`src/verilog/wsf_map.svh`:
```
/*
 Offsets, field positions, reset values, character codes and timing figures
 for the continuous weight/status frame transmitter.
 Assumes a 20 MHz clock and a word-wide register port with 4-bit byte address.
*/
`ifndef WSF_MAP_SVH
`define WSF_MAP_SVH

// ----------------------------------------------------------------
// Register offsets
// ----------------------------------------------------------------
`define WSF_REG_CTRL 4'h0
`define WSF_REG_EVENT 4'h4
`define WSF_REG_MASK 4'h8
`define WSF_REG_STATE 4'hC

// ----------------------------------------------------------------
// Field positions and reset values
// ----------------------------------------------------------------
`define WSF_CTRL_TX_EN 0
`define WSF_CTRL_CRLF_EN 1
`define WSF_CTRL_RESET 32'h0000_0003
`define WSF_EV_FRAME_DONE 0
`define WSF_EV_KEY_CMD 1
`define WSF_EV_BAD_CMD 2
`define WSF_EV_WIDTH 3
`define WSF_MASK_RESET 3'h0

// ----------------------------------------------------------------
// Character codes
// ----------------------------------------------------------------
`define WSF_CH_START 8'h02
`define WSF_CH_CR 8'h0D
`define WSF_CH_LF 8'h0A
`define WSF_CH_ZERO 8'h30
`define WSF_CH_SPACE 8'h20
`define WSF_CH_P 8'h50
`define WSF_CH_Z 8'h5A
`define WSF_CH_T 8'h54
`define WSF_CH_C 8'h43
`define WSF_THIRD_FLAG 8'h30
`define WSF_MSG_UNDER 48'h554E_4445_5220
`define WSF_MSG_OVER 48'h4F56_4552_2020
`define WSF_MSG_AOUT 48'h412E_4F55_5420
`define WSF_MSG_LVOLT 48'h4C2D_564F_4C54
`define WSF_MSG_HVOLT 48'h482D_564F_4C54

// ----------------------------------------------------------------
// Timing
// ----------------------------------------------------------------
`define WSF_CLK_HZ 20000000
`define WSF_HOLDOFF_S 20
`define WSF_HOLDOFF_CYCLES (`WSF_HOLDOFF_S * `WSF_CLK_HZ)

`endif

```
`src/verilog/wsf_pkg.sv`:
```
/*
 Types for the continuous weight/status frame transmitter.
 Assumes nothing beyond a SystemVerilog compiler.
*/
package wsf_pkg;

    // ----------------------------------------------------------------
    // Frame sequencer states
    // ----------------------------------------------------------------
    typedef enum logic [3:0] {
        WSF_HOLD = 4'b0001,
        WSF_LOAD = 4'b0010,
        WSF_SEND = 4'b0100,
        WSF_CSUM = 4'b1000
    } wsf_state_t;

    // ----------------------------------------------------------------
    // Weight field override
    // ----------------------------------------------------------------
    typedef enum logic [2:0] {
        WSF_W_OK = 3'h0,
        WSF_W_UNDER = 3'h1,
        WSF_W_OVER = 3'h2,
        WSF_W_ADC_OUT = 3'h3,
        WSF_W_LOW_SUPPLY = 3'h4,
        WSF_W_HIGH_SUPPLY = 3'h5
    } wsf_wcond_t;

endpackage

```
`src/verilog/wsf_tx.sv`:
```
/*
 Continuous weight/status frame transmitter with serial key commands.
 Assumes weight, tare, flags, byte sink and byte source all run on clk;
 the byte sink is a UART transmitter with a valid/ready handshake.
*/
// The implementer's own choices: the register addresses and the plain strobed port.
`timescale 1ns/1ns
`include "wsf_map.svh"

module wsf_tx #(
    parameter int unsigned HOLDOFF_CYCLES = `WSF_HOLDOFF_CYCLES,
    parameter int unsigned DIGITS = 6
) (
    input wire logic clk,
    input wire logic rst_n,
    input wire logic [3:0] reg_addr,
    input wire logic [31:0] reg_wdata,
    input wire logic reg_wr,
    input wire logic reg_rd,
    output logic [31:0] reg_rdata,
    output logic irq,
    input wire logic [23:0] weight_bcd,
    input wire logic [23:0] tare_bcd,
    input wire logic [2:0] dec_code,
    input wire logic [1:0] incr_code,
    input wire logic is_net,
    input wire logic is_negative,
    input wire logic is_error,
    input wire logic is_unstable,
    input wire logic power_on_zeroed,
    input wire logic [2:0] weight_cond,
    output logic [7:0] tx_data,
    output logic tx_valid,
    input wire logic tx_ready,
    input wire logic [7:0] rx_data,
    input wire logic rx_valid,
    output logic key_print,
    output logic key_zero,
    output logic key_tare,
    output logic key_clear
);

    // ----------------------------------------------------------------
    // Elaboration checks
    // ----------------------------------------------------------------
    if (DIGITS != 6) begin : g_bad_digits
        $error("wsf_tx serves six-digit fields only");
    end
    if (HOLDOFF_CYCLES < 1) begin : g_bad_hold
        $error("wsf_tx holdoff must be at least one cycle");
    end

    // ----------------------------------------------------------------
    // Declarations
    // ----------------------------------------------------------------
    wsf_pkg::wsf_state_t state;
    logic [31:0] hold_cnt;
    logic hold_done;
    logic tx_en;
    logic crlf_en;
    logic [`WSF_EV_WIDTH-1:0] ev_stat;
    logic [`WSF_EV_WIDTH-1:0] ev_mask;
    logic [`WSF_EV_WIDTH-1:0] ev_set;
    logic [143:0] frame_sr;
    logic [4:0] byte_left;
    logic [7:0] sum;
    logic [47:0] w_digits;
    logic [47:0] t_digits;
    logic [47:0] w_field;
    logic [DIGITS:0] w_lead;
    logic [DIGITS:0] t_lead;
    logic [7:0] flag_a;
    logic [7:0] flag_b;
    logic take;
    logic [7:0] next_byte;
    logic load_go;
    logic send_go;
    logic sum_go;
    localparam logic [31:0] CTRL_RESET = `WSF_CTRL_RESET;

    // ----------------------------------------------------------------
    // Digit fields
    // ----------------------------------------------------------------
    assign w_lead[DIGITS] = 1'b1;
    assign t_lead[DIGITS] = 1'b1;
    for (genvar i = 0; i < DIGITS; i++) begin : g_digit
        logic w_zero;
        logic t_zero;
        assign w_zero = (weight_bcd[4*i +: 4] == 4'h0);
        assign t_zero = (tare_bcd[4*i +: 4] == 4'h0);
        assign w_lead[i] = w_lead[i+1] & w_zero;
        assign t_lead[i] = t_lead[i+1] & t_zero;
        // Leading zeros blank, least digit always shown
        assign w_digits[8*i +: 8] = (i != 0 && w_lead[i]) ? `WSF_CH_SPACE :
                                    (`WSF_CH_ZERO | {4'h0, weight_bcd[4*i +: 4]});
        assign t_digits[8*i +: 8] = (i != 0 && t_lead[i]) ? `WSF_CH_SPACE :
                                    (`WSF_CH_ZERO | {4'h0, tare_bcd[4*i +: 4]});
    end

    always_comb begin
        unique case (weight_cond)
            wsf_pkg::WSF_W_UNDER: w_field = `WSF_MSG_UNDER;
            wsf_pkg::WSF_W_OVER: w_field = `WSF_MSG_OVER;
            wsf_pkg::WSF_W_ADC_OUT: w_field = `WSF_MSG_AOUT;
            wsf_pkg::WSF_W_LOW_SUPPLY: w_field = `WSF_MSG_LVOLT;
            wsf_pkg::WSF_W_HIGH_SUPPLY: w_field = `WSF_MSG_HVOLT;
            default: w_field = w_digits;
        endcase
    end

    // ----------------------------------------------------------------
    // Flag bytes
    // ----------------------------------------------------------------
    assign flag_a = {1'b0, 2'b11, incr_code[1], incr_code[0], dec_code[2], dec_code[1], dec_code[0]};
    assign flag_b = {1'b0, power_on_zeroed, 2'b11, is_unstable, is_error, is_negative, is_net};

    // ----------------------------------------------------------------
    // Power-on holdoff
    // ----------------------------------------------------------------
    assign hold_done = (hold_cnt >= HOLDOFF_CYCLES);

    always_ff @(posedge clk) begin
        if (!rst_n) begin
            hold_cnt <= 32'h0000_0000;
        end else if (!hold_done) begin
            hold_cnt <= hold_cnt + 32'h0000_0001;
        end
    end

    // ----------------------------------------------------------------
    // Frame sequencer
    // ----------------------------------------------------------------
    assign take = !tx_valid || tx_ready;
    assign next_byte = frame_sr[143:136];
    assign load_go = (state == wsf_pkg::WSF_LOAD) && tx_en;
    assign send_go = (state == wsf_pkg::WSF_SEND) && take;
    assign sum_go = (state == wsf_pkg::WSF_CSUM) && take;

    always_ff @(posedge clk) begin
        if (!rst_n) begin
            state <= wsf_pkg::WSF_HOLD;
        end else begin
            unique case (state)
                wsf_pkg::WSF_HOLD: begin
                    if (hold_done) begin
                        state <= wsf_pkg::WSF_LOAD;
                    end
                end
                wsf_pkg::WSF_LOAD: begin
                    if (tx_en) begin
                        state <= wsf_pkg::WSF_SEND;
                    end
                end
                wsf_pkg::WSF_SEND: begin
                    if (take && byte_left == 5'd1) begin
                        state <= wsf_pkg::WSF_CSUM;
                    end
                end
                wsf_pkg::WSF_CSUM: begin
                    if (take) begin
                        state <= wsf_pkg::WSF_LOAD;
                    end
                end
            endcase
        end
    end

    // ----------------------------------------------------------------
    // Frame snapshot and shift
    // ----------------------------------------------------------------
    always_ff @(posedge clk) begin
        if (!rst_n) begin
            frame_sr <= 144'h0;
            byte_left <= 5'h00;
        end else if (load_go) begin
            // Snapshot the whole frame so it stays coherent
            frame_sr <= {`WSF_CH_START, flag_a, flag_b, `WSF_THIRD_FLAG,
                         w_field, t_digits, `WSF_CH_CR, `WSF_CH_LF};
            byte_left <= crlf_en ? 5'd18 : 5'd16;
        end else if (send_go) begin
            frame_sr <= {frame_sr[135:0], 8'h00};
            byte_left <= byte_left - 5'd1;
        end
    end

    // ----------------------------------------------------------------
    // Running checksum
    // ----------------------------------------------------------------
    always_ff @(posedge clk) begin
        if (!rst_n) begin
            sum <= 8'h00;
        end else if (load_go) begin
            sum <= 8'h00;
        end else if (send_go) begin
            sum <= sum + next_byte;
        end
    end

    // ----------------------------------------------------------------
    // Byte output
    // ----------------------------------------------------------------
    always_ff @(posedge clk) begin
        if (!rst_n) begin
            tx_data <= 8'h00;
            tx_valid <= 1'b0;
        end else if (send_go) begin
            tx_data <= next_byte;
            tx_valid <= 1'b1;
        end else if (sum_go) begin
            tx_data <= 8'h00 - sum;
            tx_valid <= 1'b1;
        end else if (tx_ready) begin
            tx_valid <= 1'b0;
        end
    end

    // ----------------------------------------------------------------
    // Serial key commands
    // ----------------------------------------------------------------
    always_ff @(posedge clk) begin
        if (!rst_n) begin
            key_print <= 1'b0;
            key_zero <= 1'b0;
            key_tare <= 1'b0;
            key_clear <= 1'b0;
        end else begin
            key_print <= rx_valid && (rx_data == `WSF_CH_P);
            key_zero <= rx_valid && (rx_data == `WSF_CH_Z);
            key_tare <= rx_valid && (rx_data == `WSF_CH_T);
            key_clear <= rx_valid && (rx_data == `WSF_CH_C);
        end
    end

    // ----------------------------------------------------------------
    // Events and interrupt
    // ----------------------------------------------------------------
    always_comb begin
        ev_set = '0;
        ev_set[`WSF_EV_FRAME_DONE] = sum_go;
        ev_set[`WSF_EV_KEY_CMD] = rx_valid && (rx_data == `WSF_CH_P || rx_data == `WSF_CH_Z ||
                                              rx_data == `WSF_CH_T || rx_data == `WSF_CH_C);
        ev_set[`WSF_EV_BAD_CMD] = rx_valid && !ev_set[`WSF_EV_KEY_CMD];
    end

    always_ff @(posedge clk) begin
        if (!rst_n) begin
            ev_stat <= '0;
        end else if (reg_rd && reg_addr == `WSF_REG_EVENT) begin
            ev_stat <= ev_set;
        end else begin
            ev_stat <= ev_stat | ev_set;
        end
    end

    assign irq = |(ev_stat & ev_mask);

    // ----------------------------------------------------------------
    // Register port
    // ----------------------------------------------------------------
    always_ff @(posedge clk) begin
        if (!rst_n) begin
            tx_en <= CTRL_RESET[`WSF_CTRL_TX_EN];
            crlf_en <= CTRL_RESET[`WSF_CTRL_CRLF_EN];
            ev_mask <= `WSF_MASK_RESET;
        end else if (reg_wr) begin
            if (reg_addr == `WSF_REG_CTRL) begin
                tx_en <= reg_wdata[`WSF_CTRL_TX_EN];
                crlf_en <= reg_wdata[`WSF_CTRL_CRLF_EN];
            end
            if (reg_addr == `WSF_REG_MASK) begin
                ev_mask <= reg_wdata[`WSF_EV_WIDTH-1:0];
            end
        end
    end

    always_ff @(posedge clk) begin
        if (!rst_n) begin
            reg_rdata <= 32'h0000_0000;
        end else if (reg_rd) begin
            unique case (reg_addr)
                `WSF_REG_CTRL: reg_rdata <= {30'h0, crlf_en, tx_en};
                `WSF_REG_EVENT: reg_rdata <= {29'h0, ev_stat};
                `WSF_REG_MASK: reg_rdata <= {29'h0, ev_mask};
                `WSF_REG_STATE: reg_rdata <= {23'h0, byte_left, state};
                default: reg_rdata <= 32'h0000_0000;
            endcase
        end else begin
            reg_rdata <= 32'h0000_0000;
        end
    end

endmodule

```
`config.mk`:
```
export PLATFORM = sky130hd
export DESIGN_NAME = wsf_tx
export DESIGN_NICKNAME = d
export VERILOG_FILES = /design/src/verilog/wsf_pkg.sv /design/src/verilog/wsf_tx.sv
export VERILOG_INCLUDE_DIRS = /design/src /design/src/verilog
export SDC_FILE = /design/constraint.sdc
export NUM_CORES = 1
export LEC_CHECK = 0
export ABC_AREA = 1
export BUFFER_PORTS_ARGS = -buffer_cell sky130_fd_sc_hd__buf_2
export CAP_MARGIN = 25
export CORE_UTILIZATION = 40
export DETAILED_ROUTE_END_ITERATION = 16
export HOLD_SLACK_MARGIN = 0.05
export PLACE_DENSITY = 0.57
export RECOVER_POWER = 50
export SYNTH_ARGS = -nofsm -noshare
export SYNTH_HDL_FRONTEND = slang
export SYNTH_SLANG_ARGS = --single-unit
```
`constraint.sdc`:
```
create_clock -name clk -period 2.2 [get_ports clk]
set_input_delay 0.33 -clock clk [delete_from_list [all_inputs] [get_ports clk]]
set_output_delay 0.33 -clock clk [all_outputs]
set_load 0.005 [all_outputs]
```
==> results of run 1 <==
[synthesized netlist by cell type (all sizes together) (9+ instances only)]
cell,count
a21oi,116
a31oi,19
buf,62
clkbuf,17
dfxtp,199
ha,12
inv,170
nand2,378
nand3,50
nand4,9
nor2,104
nor3,26
o21ai,94
o22ai,21
xor2,12
[metrics by stage]
| step | power (mW) | std cells | util [%] |
|---|---|---|---|
| floorplan | 4.10 | 1375 | - |
| global placement | 4.26 | 1741 | 43.9 |
| finish | 7.24 | 1773 | 46.0 |
| global route | 7.54 | 1773 | 46.0 |
| CTS | 7.34 | 1773 | 46.3 |
| detailed placement | 4.27 | 1741 | 43.9 |
[layer usage]
layer,share of wire (%),GRT usage [%],vias up
met3,2.8,3.35,30
met5,0,0,-
met2,48,37.1,154
met1,48,26.8,3995
li1,-,-,4522
met4,1.5,5.88,0
[critical path: cells and delay by family (launching register included)]
| family | cells | cell delay, ns |
|---|---|---|
| compound gates | 1 | 0.07 |
| buf+inv | 4 | 0.73 |
| flops | 1 | 0.33 |
| simple gates | 5 | 0.74 |
[cell type report]
cell class | instances | area [um2]
Clock inverter | 11 | 114
Sequential cell | 199 | 3980
Clock buffer | 21 | 450
Inverter | 170 | 641
Timing Repair Buffer | 126 | 677
Tap cell | 319 | 399
Fill cell | 2494 | 12600
Multi-Input combinational cell | 927 | 4500
[path summary, 6_finish.rpt]
path | endpoint
setup / recovery | frame_sr[82]
hold / removal | key_print
setup reg to reg | frame_sr[82]
hold reg to reg | hold_cnt[30]
[cell families (layout without fill, tap and decap cells)]
kind of cell    Yosys count  in the layout  share of synthesized area, %
other cells               1             23                        0.0394
simple gates            582            582                          25.5
buf+inv                 249            328                          11.7
mux                       3              3                         0.315
compound gates          291            291                          17.5
xor+xnor                 15             15                          1.38
flops                   199            199                          41.8
fa+ha+maj                13             13                          1.79
[state kept, by name (all words and copies together), names as in the netlist, 3 cells and up]
| signal | count |
|---|---|
| tx_data | 8 |
| hold_cnt | 32 |
| ev_stat | 3 |
| byte_left | 5 |
| state | 4 |
| sum | 8 |
| ev_mask | 3 |
| reg_rdata | 9 |
| frame_sr | 120 |
[cells in the final DEF, fill, tap and decap left out, types with 6 or more instances in the layout]
master,Yosys,final
xor2_1,12,12
nor4_1,7,7
o211ai_1,7,7
o21ai_1,10,10
clkbuf_16,0,17
nand3_1,48,49
a22oi_1,7,7
dfxtp_1,199,199
a31oi_1,19,19
ha_1,12,12
o21ai_0,84,84
nand4_1,9,9
inv_2,6,6
nor2_1,96,98
nand2_1,372,373
buf_4,31,12
clkbuf_1,17,16
o22ai_1,21,21
nor3_1,24,24
buf_2,25,94
a21oi_1,116,116
inv_1,162,163
conb_1,1,23
[where the power goes]
part / switching [mW] / internal [mW] / leakage [nW]
combinational: 0.316 / 0.162 / 2.60
sequential: 0.0331 / 3.66 / 1.60
clock: 1.45 / 1.62 / 0.271
total: 1.80 / 5.44 / 4.47
==> summary.md, run 1 <==
| Metric | Value |
|---|---|
| Post-DP HPWL | between 15,000 and 20,000 um |
| I/O pin count | 157 |
| Max Cap Viol | 0 |
| Crit-path cells | inv_1 -> nor2_2 -> nor2_4 -> inv_2 -> nand2_4 -> inv_4 -> nand2_4 -> inv_2 -> nand2_1 -> o31ai_1 |
| Setup bufs post-CTS | 0 |
| Crit start category | register |
| Starting density of the core | 40.7% |
| Post-route ant nets | 0 |
| Initial DRT Pass Iterations | 5 |
| Max Transition Viols Final | 0 |
| Syn Area/Cell | 7.04 um2 |
| RD Place Congestion | 0.908 |
| Clock period minus worst slack | 1.97 ns |
| WL/cell | 14.0 um |
| Post-CTS sizing | 0 |
| Hold path startpoint | rx_data[2] |
| Worst skew pair latency | 0.43 ns |
| DR vias/cell | 4.91 |
| Worst path slowest cell | inv_2 |
| Area Growth Syn to Fin | 13.0% |
| Synth area leader | dfxtp_1 |
| Tightest Pin Transition | 1.26 ns |
| Post-synth ARST share | 0% |
| CORE AREA | 23,400 um2 |
| Hold Crit Class | in -> reg |
| GRT overflow | 0 |
| Final setup margin | 0.231 ns |
| Vias | 8,701 |
| H-tree levels | 4 |
| Area share of the largest cell type after synthesis | 41.8% |
| Final setup skew | about 0.0085 ns |
| Row cnt | 56 |
| Design area | around 11,000 um2 |
| Fin crit share | 89.5% |
| Largest net degree at the start of global routing | 76 |
| Worst-path clk slew | 0.07 ns |
| Worst R2R Start | tx_valid |
| Fin. Hold Viols | 0 |
| Pwr dens | 672 nW/um2 |
| RSZ-0062 raised after global routing | false |
| Initial drt markers | about 480 |
| Pre-CTS WS | 0.0961 ns |
| Global-route wire length before repair | 41,100 um |
| Worst setup path start | tx_valid |
| Worst hold path depth | 2 |
| Die span in x | 156 um |
| Share of cells above drive strength 1 | 11.8% |
| Number of buffers created by CTS | 17 |
| WL final | between 20,000 and 25,000 um |
| Peak VDD IR | 0.454 mV |
| Status | finished, final reports clean |
| Die area | between 20,000 and 25,000 um2 |
| Post-synth top flop | dfxtp_1 |
| Synthesized area | 9530 um2 |
| Setup-failing EPs final | 0 |
| Main area contributors after synthesis | dfxtp_1 (42%), nand2_1 (15%), inv_1 (6.4%) |
| Vias in the first global route | 8,306 |
| Seq cells post-synth | 199 |
| Worst endpoint required time | 2.53 ns |
| Clk root buf | clkbuf_16 |
| Slew HR | 15.9% |
| Placed cell areas | ~10,000 um2 |
| Register-to-Register Path Depth | 10 |
| Crit-path max cell delay | 0.36 ns |
| Static leakage | 4.47 nW |
| Setup tns final | 0 ns |
| Post-synth EDFFs | 0 |
| Initial antenna violation count | 0 |
| Max clock buf depth | 2 |
| Residual DRC | 0 |
| Antenna cell count | 0 |
| Register area share after synthesis | 41.8% |
| Cells after Synth | 1,353 |
| Die Y | 156 um |
| Global-route usage over all layers | a little over a fifth |
| CTS sink cnt | between 150 and 200 |
| Hold buffer count at CTS | 0 |
| Yosys warnings | 0 |
| CTS tree | done |
| CP endpoint kind | register |
| Crit path kind | reg -> reg |
| WP data arrival | 2.30 ns |
| Count of cell types in the netlist | roughly 50 |
| Hold Slack | roughly 0.093 ns |
| I/O Buffers | between 100 and 150 |
| Layout Nets | 1,565 |
| F_max | 508 MHz |
| FF-to-FF setup slack | 0.23 ns |
| CP Max Fanout | 20 |
Power figures use the tool's default switching activity.
==> run 2: changes to the inputs <==
Settings changed: CORE_ASPECT_RATIO from default to 0.75, CORE_MARGIN from default to 3, REMOVE_ABC_BUFFERS from default to 1.
==> summary.md, run 2 (same netlist as run 1, synthesis figures left out) <==
| Metric | Value |
|---|---|
| Post-CTS sizing | 0 (unchanged) |
| Setup tns final | 0 ns (unchanged) |
| Worst R2R End | frame_sr[98] |
| Peak VDD IR | 0.589 mV (+30%) |
| Crit-path max cell delay | 0.37 ns (about the same) |
| Global-route usage over all layers | 20.4% (-0.85 points) |
| CTS tree | done |
| Total power | 7.56 mW (+4.4%) |
| Final setup skew | 0.00990 ns (+0.00140 ns) |
| Clk root buf | clkbuf_16 |
| Pwr dens | 696 nW/um2 (+3.5%) |
| Max reg flops | 120 (unchanged) |
| Area Growth Syn to Fin | 14.1% |
| Number of buffers created by CTS | 17 (unchanged) |
| Largest net degree at the start of global routing | 42 (-45%) |
| Top sig layer | met4 |
| Crit start category | register |
| Tightest Pin Transition | 0.729 ns (-0.532 ns) |
| Max clock buf depth | 2 (unchanged) |
| Clock period minus worst slack | 1.97 ns (+0.00273 ns) |
| Layout Nets | 1,575 (+0.64%) |
| Vias in the first global route | 8,231 (-0.90%) |
| Biggest regs | frame_sr (120), hold_cnt (32), reg_rdata (9) |
| CTS sink cnt | 199 (unchanged) |
| Fin crit share | 89.6% (+0.12 points) |
| Worst path slowest cell | dfxtp_1 |
| FF-to-FF setup slack | 0.23 ns (about the same) |
| Post-route ant nets | 0 (unchanged) |
| Starting density of the core | 41.1% (+0.39 points) |
| Residual DRC | 0 (unchanged) |
| Status | finished, final reports clean |
| Most frequent CP cell | inv_1 |
| CP endpoint kind | register |
| WL/cell | 14.8 um (+5.7%) |
| Crit path kind | reg -> reg |
| Register-to-Register Path Depth | 12 (+2) |
| Initial drt markers | 557 (+17%) |
| Row cnt | 48 (-14%) |
| WL final | 26,200 um (+5.2%) |
| RSZ-0062 raised after global routing | false |
| Initial antenna violation count | 2 (+2) |
| Die span in x | 184 um (+18%) |
| Setup-failing EPs final | 0 (unchanged) |
| Hold buffer count at CTS | 0 (unchanged) |
| I/O pin count | 157 (unchanged) |
| Static leakage | 4.55 nW (+1.7%) |
| RD Place Congestion | 0.895 (-1.5%) |
| GRT overflow | 0 (unchanged) |
| H-tree levels | 4 (unchanged) |
| Worst-path clk slew | 0.07 ns (about the same) |
| Vias | 8,835 (+1.5%) |
| Max Transition Viols Final | 0 (unchanged) |
| Post-DP HPWL | 18,700 um (+6.0%) |
| Most frequent cells in the layout | nand2_1 (372), dfxtp_1 (199), inv_1 (164), a21oi_1 (116), nor2_1 (97) |
| CORE AREA | 23,200 um2 (-0.94%) |
| Crit path buffers/inverters | 5 (+1) |
| Worst hold path depth | 2 (unchanged) |
| DR vias/cell | 5.01 (+2.0%) |
| Hold Crit Class | in -> reg |
| CP top delay family | simple AND/OR/NAND/NOR gates |
| F_max | 507 MHz (-0.14%) |
| Die area | 25,700 um2 (+5.3%) |
| Met3 Wirelength | 1260 um (+81%) |
| Setup bufs post-CTS | 0 (unchanged) |
| Met2 Routed Length | 11,300 um (-4.7%) |
| Worst R2R Start | state[1] |
| Worst endpoint required time | 2.54 ns (about the same) |
| WP data arrival | 2.31 ns (about the same) |
| Die Y | 140 um (-11%) |
| Fin. Hold Viols | 0 (unchanged) |
| Hold path startpoint | rx_data[2] |
| Slew HR | 51.4% (+35 points) |
| I/O Buffers | 104 (unchanged) |
| WHS Endpoint | key_print |
| Initial DRT Pass Iterations | 5 (unchanged) |
| CP Max Fanout | 21 (+5.0%) |
| Crit-path cells | inv_1 -> nor2_1 -> nand3_2 -> inv_1 -> nand2_2 -> nand2_4 -> inv_4 -> clkbuf_4 -> nand2_1 -> o211ai_1 -> nand2_1 -> inv_1 |
| Max Cap Viol | 0 (unchanged) |
| Global-route wire length before repair | 42,500 um (+3.4%) |
| Reg with most FFs | frame_sr |
| Commonest non-fill, non-tap cell in the layout | nand2_1 |
| Routed met1 length | 13,400 um (+12%) |
| Share of cells above drive strength 1 | 12.2% (+0.41 points) |
| Worst skew pair latency | 0.44 ns (about the same) |
## run 2: final cells by class
cell class                      count  area [um2]
Multi-Input combinational cell    927        4490
Clock inverter                      9         136
Inverter                          170         641
Sequential cell                   199        3980
Fill cell                        2407       12300
Antenna cell                        2        5.00
Clock buffer                       22         484
Timing Repair Buffer              136         748
Tap cell                          300         375
## run 2: worst register-to-register path: stages (launching register included)
cell	delay [ns]
dfxtp_1	0.37
inv_1	0.08
nor2_1	0.12
nand3_2	0.13
inv_1	0.11
nand2_2	0.14
nand2_4	0.22
inv_4	0.12
clkbuf_4	0.28
nand2_1	0.12
o211ai_1	0.08
nand2_1	0.08
inv_1	0.03
## run 2: worst max path at each step
stage	from	end	slack [ns]	cells past startpoint
after floorplan	state[0]	frame_sr[63]	-0.97	10
after global placement	tx_ready	frame_sr[82]	0.30	10
after detailed placement	tx_ready	frame_sr[82]	0.28	10
after CTS	frame_sr[136]	sum[6]	0.30	12
after global routing	hold_cnt[24]	hold_cnt[9]	0.04	10
final	state[1]	frame_sr[98]	0.23	12
## run 2: stage by stage
step           utilization, %  instances  setup WS (ns)  instance area [um2]  hold slack (ns)
3_5_place_dp             44.5       1732          0.285                10300            0.417
3_3_place_gp             44.5       1732          0.301                10300            0.415
5_1_grt                  46.9       1765         0.0371                10900           0.0868
4_1_cts                  47.2       1763          0.298                10900           0.0703
6_report                 46.9       1765          0.228                10900           0.0864
2_1_floorplan               -       1296         -0.966                 9130            0.400
## run 2: per-layer routing
metal	track usage (%)	up-vias
li1	-	4543
met1	30.1	4065
met2	30.9	210
met3	3.58	17
met4	4.49	0
met5	0	-
## run 2: report_power, final
part / switching (mW) / internal, mW
clock: 1.44 / 1.92
combinational: 0.332 / 0.173
sequential: 0.0341 / 3.66
==> run 3: changes to the inputs <==
Settings changed: BUFFER_PORTS_ARGS -buffer_cell sky130_fd_sc_hd__buf_2 to default, DONT_BUFFER_PORTS from default to 1, PLACE_DENSITY 0.57 to 0.51.
==> summary.md, run 3 (same netlist as run 1, synthesis figures left out) <==
| Metric | Value |
|---|---|
| Global-route wire length before repair | 43,200 um (+1.7%) |
| WL final | 26,700 um (+2.2%) |
| Most frequent cells in the layout | nand2_1 (372), dfxtp_1 (199), inv_1 (165), a21oi_1 (116), nor2_1 (98) |
| Fin. Hold Viols | 0 (unchanged) |
| I/O pin count | 157 (unchanged) |
| Layout Nets | 1,486 (-5.7%) |
| CTS sink cnt | 199 (unchanged) |
| CTS tree | done |
| Max clock buf depth | 2 (unchanged) |
| I/O Buffers | 0 (-100%) |
| F_max | 514 MHz (+1.4%) |
| Worst R2R End | frame_sr[104] |
| Global-route usage over all layers | 21.0% (+0.67 points) |
| Design area | 10,500 um2 (-3.1%) |
| Worst-path clk slew | 0.08 ns (about the same) |
| Antenna cell count | 0 (-2) |
| Register area | 3980 um2 (unchanged) |
| Critical Path End | frame_sr[104] |
| Status | finished, final reports clean |
| FF-to-FF setup slack | 0.26 ns (+0.03 ns) |
| Number of buffers created by CTS | 17 (unchanged) |
| Area Growth Syn to Fin | 10.6% |
| Hold Crit Class | in -> reg |
| Peak VDD IR | 0.548 mV (-7.0%) |
| DR vias/cell | 5.07 (+1.2%) |
| Initial DRT Pass Iterations | 5 (unchanged) |
| Worst endpoint required time | 2.53 ns (about the same) |
| H-tree levels | 4 (unchanged) |
| WL/cell | 16.0 um (+7.7%) |
| Crit start category | register |
| Max Cap Viol | 0 (unchanged) |
| Clock period minus worst slack | 1.94 ns (-0.0280 ns) |
| Biggest regs | frame_sr (120), hold_cnt (32), reg_rdata (9) |
| Multi-input logic area | 4500 um2 (+0.22%) |
| Worst R2R Start | state[1] |
| Die area | 25,700 um2 (unchanged) |
| Reg with most FFs | frame_sr |
| Crit path kind | reg -> reg |
| Commonest non-fill, non-tap cell in the layout | nand2_1 |
| Fill count | 2,419 (+0.50%) |
| Share of cells above drive strength 1 | 6.33% (-5.8 points) |
| Static leakage | 4.22 nW (-7.2%) |
| Clk root buf | clkbuf_16 |
| RD Place Congestion | 0.869 (-2.9%) |
| Slew HR | 32.1% (-19 points) |
| Initial drt markers | 483 (-13%) |
| CP endpoint kind | register |
| Residual DRC | 0 (unchanged) |
| Vias | 8,484 (-4.0%) |
| Post-route ant nets | 0 (unchanged) |
| Setup bufs post-CTS | 0 (unchanged) |
| Tightest Pin Transition | 1.02 ns (+0.289 ns) |
| CORE AREA | 23,200 um2 (unchanged) |
| Setup-failing EPs final | 0 (unchanged) |
| Die span in x | 184 um (unchanged) |
| Post-CTS sizing | 0 (unchanged) |
| Starting density of the core | 41.1% (unchanged) |
| Pwr dens | 697 nW/um2 (+0.21%) |
| CP Max Fanout | 10 (-52%) |
| WP data arrival | 2.27 ns (-0.04 ns) |
| Placed cell areas | 9740 um2 (-5.7%) |
| Largest net degree at the start of global routing | 64 (+52%) |
| Max reg flops | 120 (unchanged) |
| RSZ-0062 raised after global routing | false |
| Post-DP HPWL | 18,100 um (-3.1%) |
| Row cnt | 48 (unchanged) |
| Vias in the first global route | 7,938 (-3.6%) |
| Max Transition Viols Final | 0 (unchanged) |
| Worst setup path start | state[1] |
| Initial antenna violation count | 0 (-2) |
| Worst skew pair latency | 0.45 ns (about the same) |
| Fin crit share | 88.4% (-1.3 points) |
| Register-to-Register Path Depth | 10 (-2) |
| GRT overflow | 0 (unchanged) |
| Final setup skew | 0.0160 ns (+0.00610 ns) |
| Layout Utilization | 45.4% (-1.4 points) |
| Die Y | 140 um (unchanged) |
-- run 3: what timing repair did --
action	4_1_cts	5_1_grt
endpoints found under the hold margin	66	0
hold buffers	22	0
endpoints found under the setup margin	0	0
-- run 3: area by class of cell --
class,count,area share [%]
repair buffers,47,4.18
flip-flops and latches,199,37.8
well taps,300,3.56
clock buffers,18,4.17
multi-input cells,927,42.7
clock inverters,14,1.44
inverters,170,6.08
-- run 3: layer usage --
layer	up-vias	wire (um)	part of all wire [%]	track usage [%]
met4	0	362	1.4	5.09
met3	26	1160	4.3	3.97
li1	4376	-	-	-
met1	3905	13900	52	31.4
met2	177	11300	42	31.2
met5	-	0	0	0
-- run 3: critical path, stage by stage, from the launching register on --
cell and delay (ns):
dfxtp_1 0.38, inv_1 0.08, nor2_1 0.12, nand3_2 0.13, inv_1 0.11, nand2_2 0.19, buf_4 0.25, nor2_2 0.15
nand2_1 0.15, o21ai_0 0.20, a21oi_1 0.08
-- run 3: how the worst min path moves through the flow --
stage / from / end / slack (ns) / cells after the start
global route: rx_data[0] / key_clear / 0.07 / 2
finish: weight_bcd[3] / frame_sr[67] / 0.06 / 2
CTS: weight_bcd[3] / frame_sr[67] / 0.05 / 2
global placement: hold_cnt[30] / hold_cnt[30] / 0.41 / 2
floorplan: rst_n / state[0] / 0.40 / 1
detailed placement: rx_data[2] / key_print / 0.42 / 1
-- run 3: per-stage QoR --
stage          worst slack (ns)  hold slack [ns]  TNS, ns  total power, mW  std cells
6_report                  0.256           0.0624        0             7.34       1675
3_3_place_gp              0.314            0.414        0             4.16       1621
4_1_cts                   0.280           0.0507        0             7.43       1675
5_1_grt                  0.0729           0.0651        0             7.63       1675
2_1_floorplan            -0.966            0.400   -76.80             4.03       1296
3_5_place_dp              0.311            0.416        0             4.16       1621
-- run 3: where the power goes --
group	switching, mW	leakage, nW	internal (mW)
logic	0.298	2.32	0.146
registers	0.0343	1.60	3.66
clock network	1.56	0.295	1.65
total	1.89	4.22	5.45
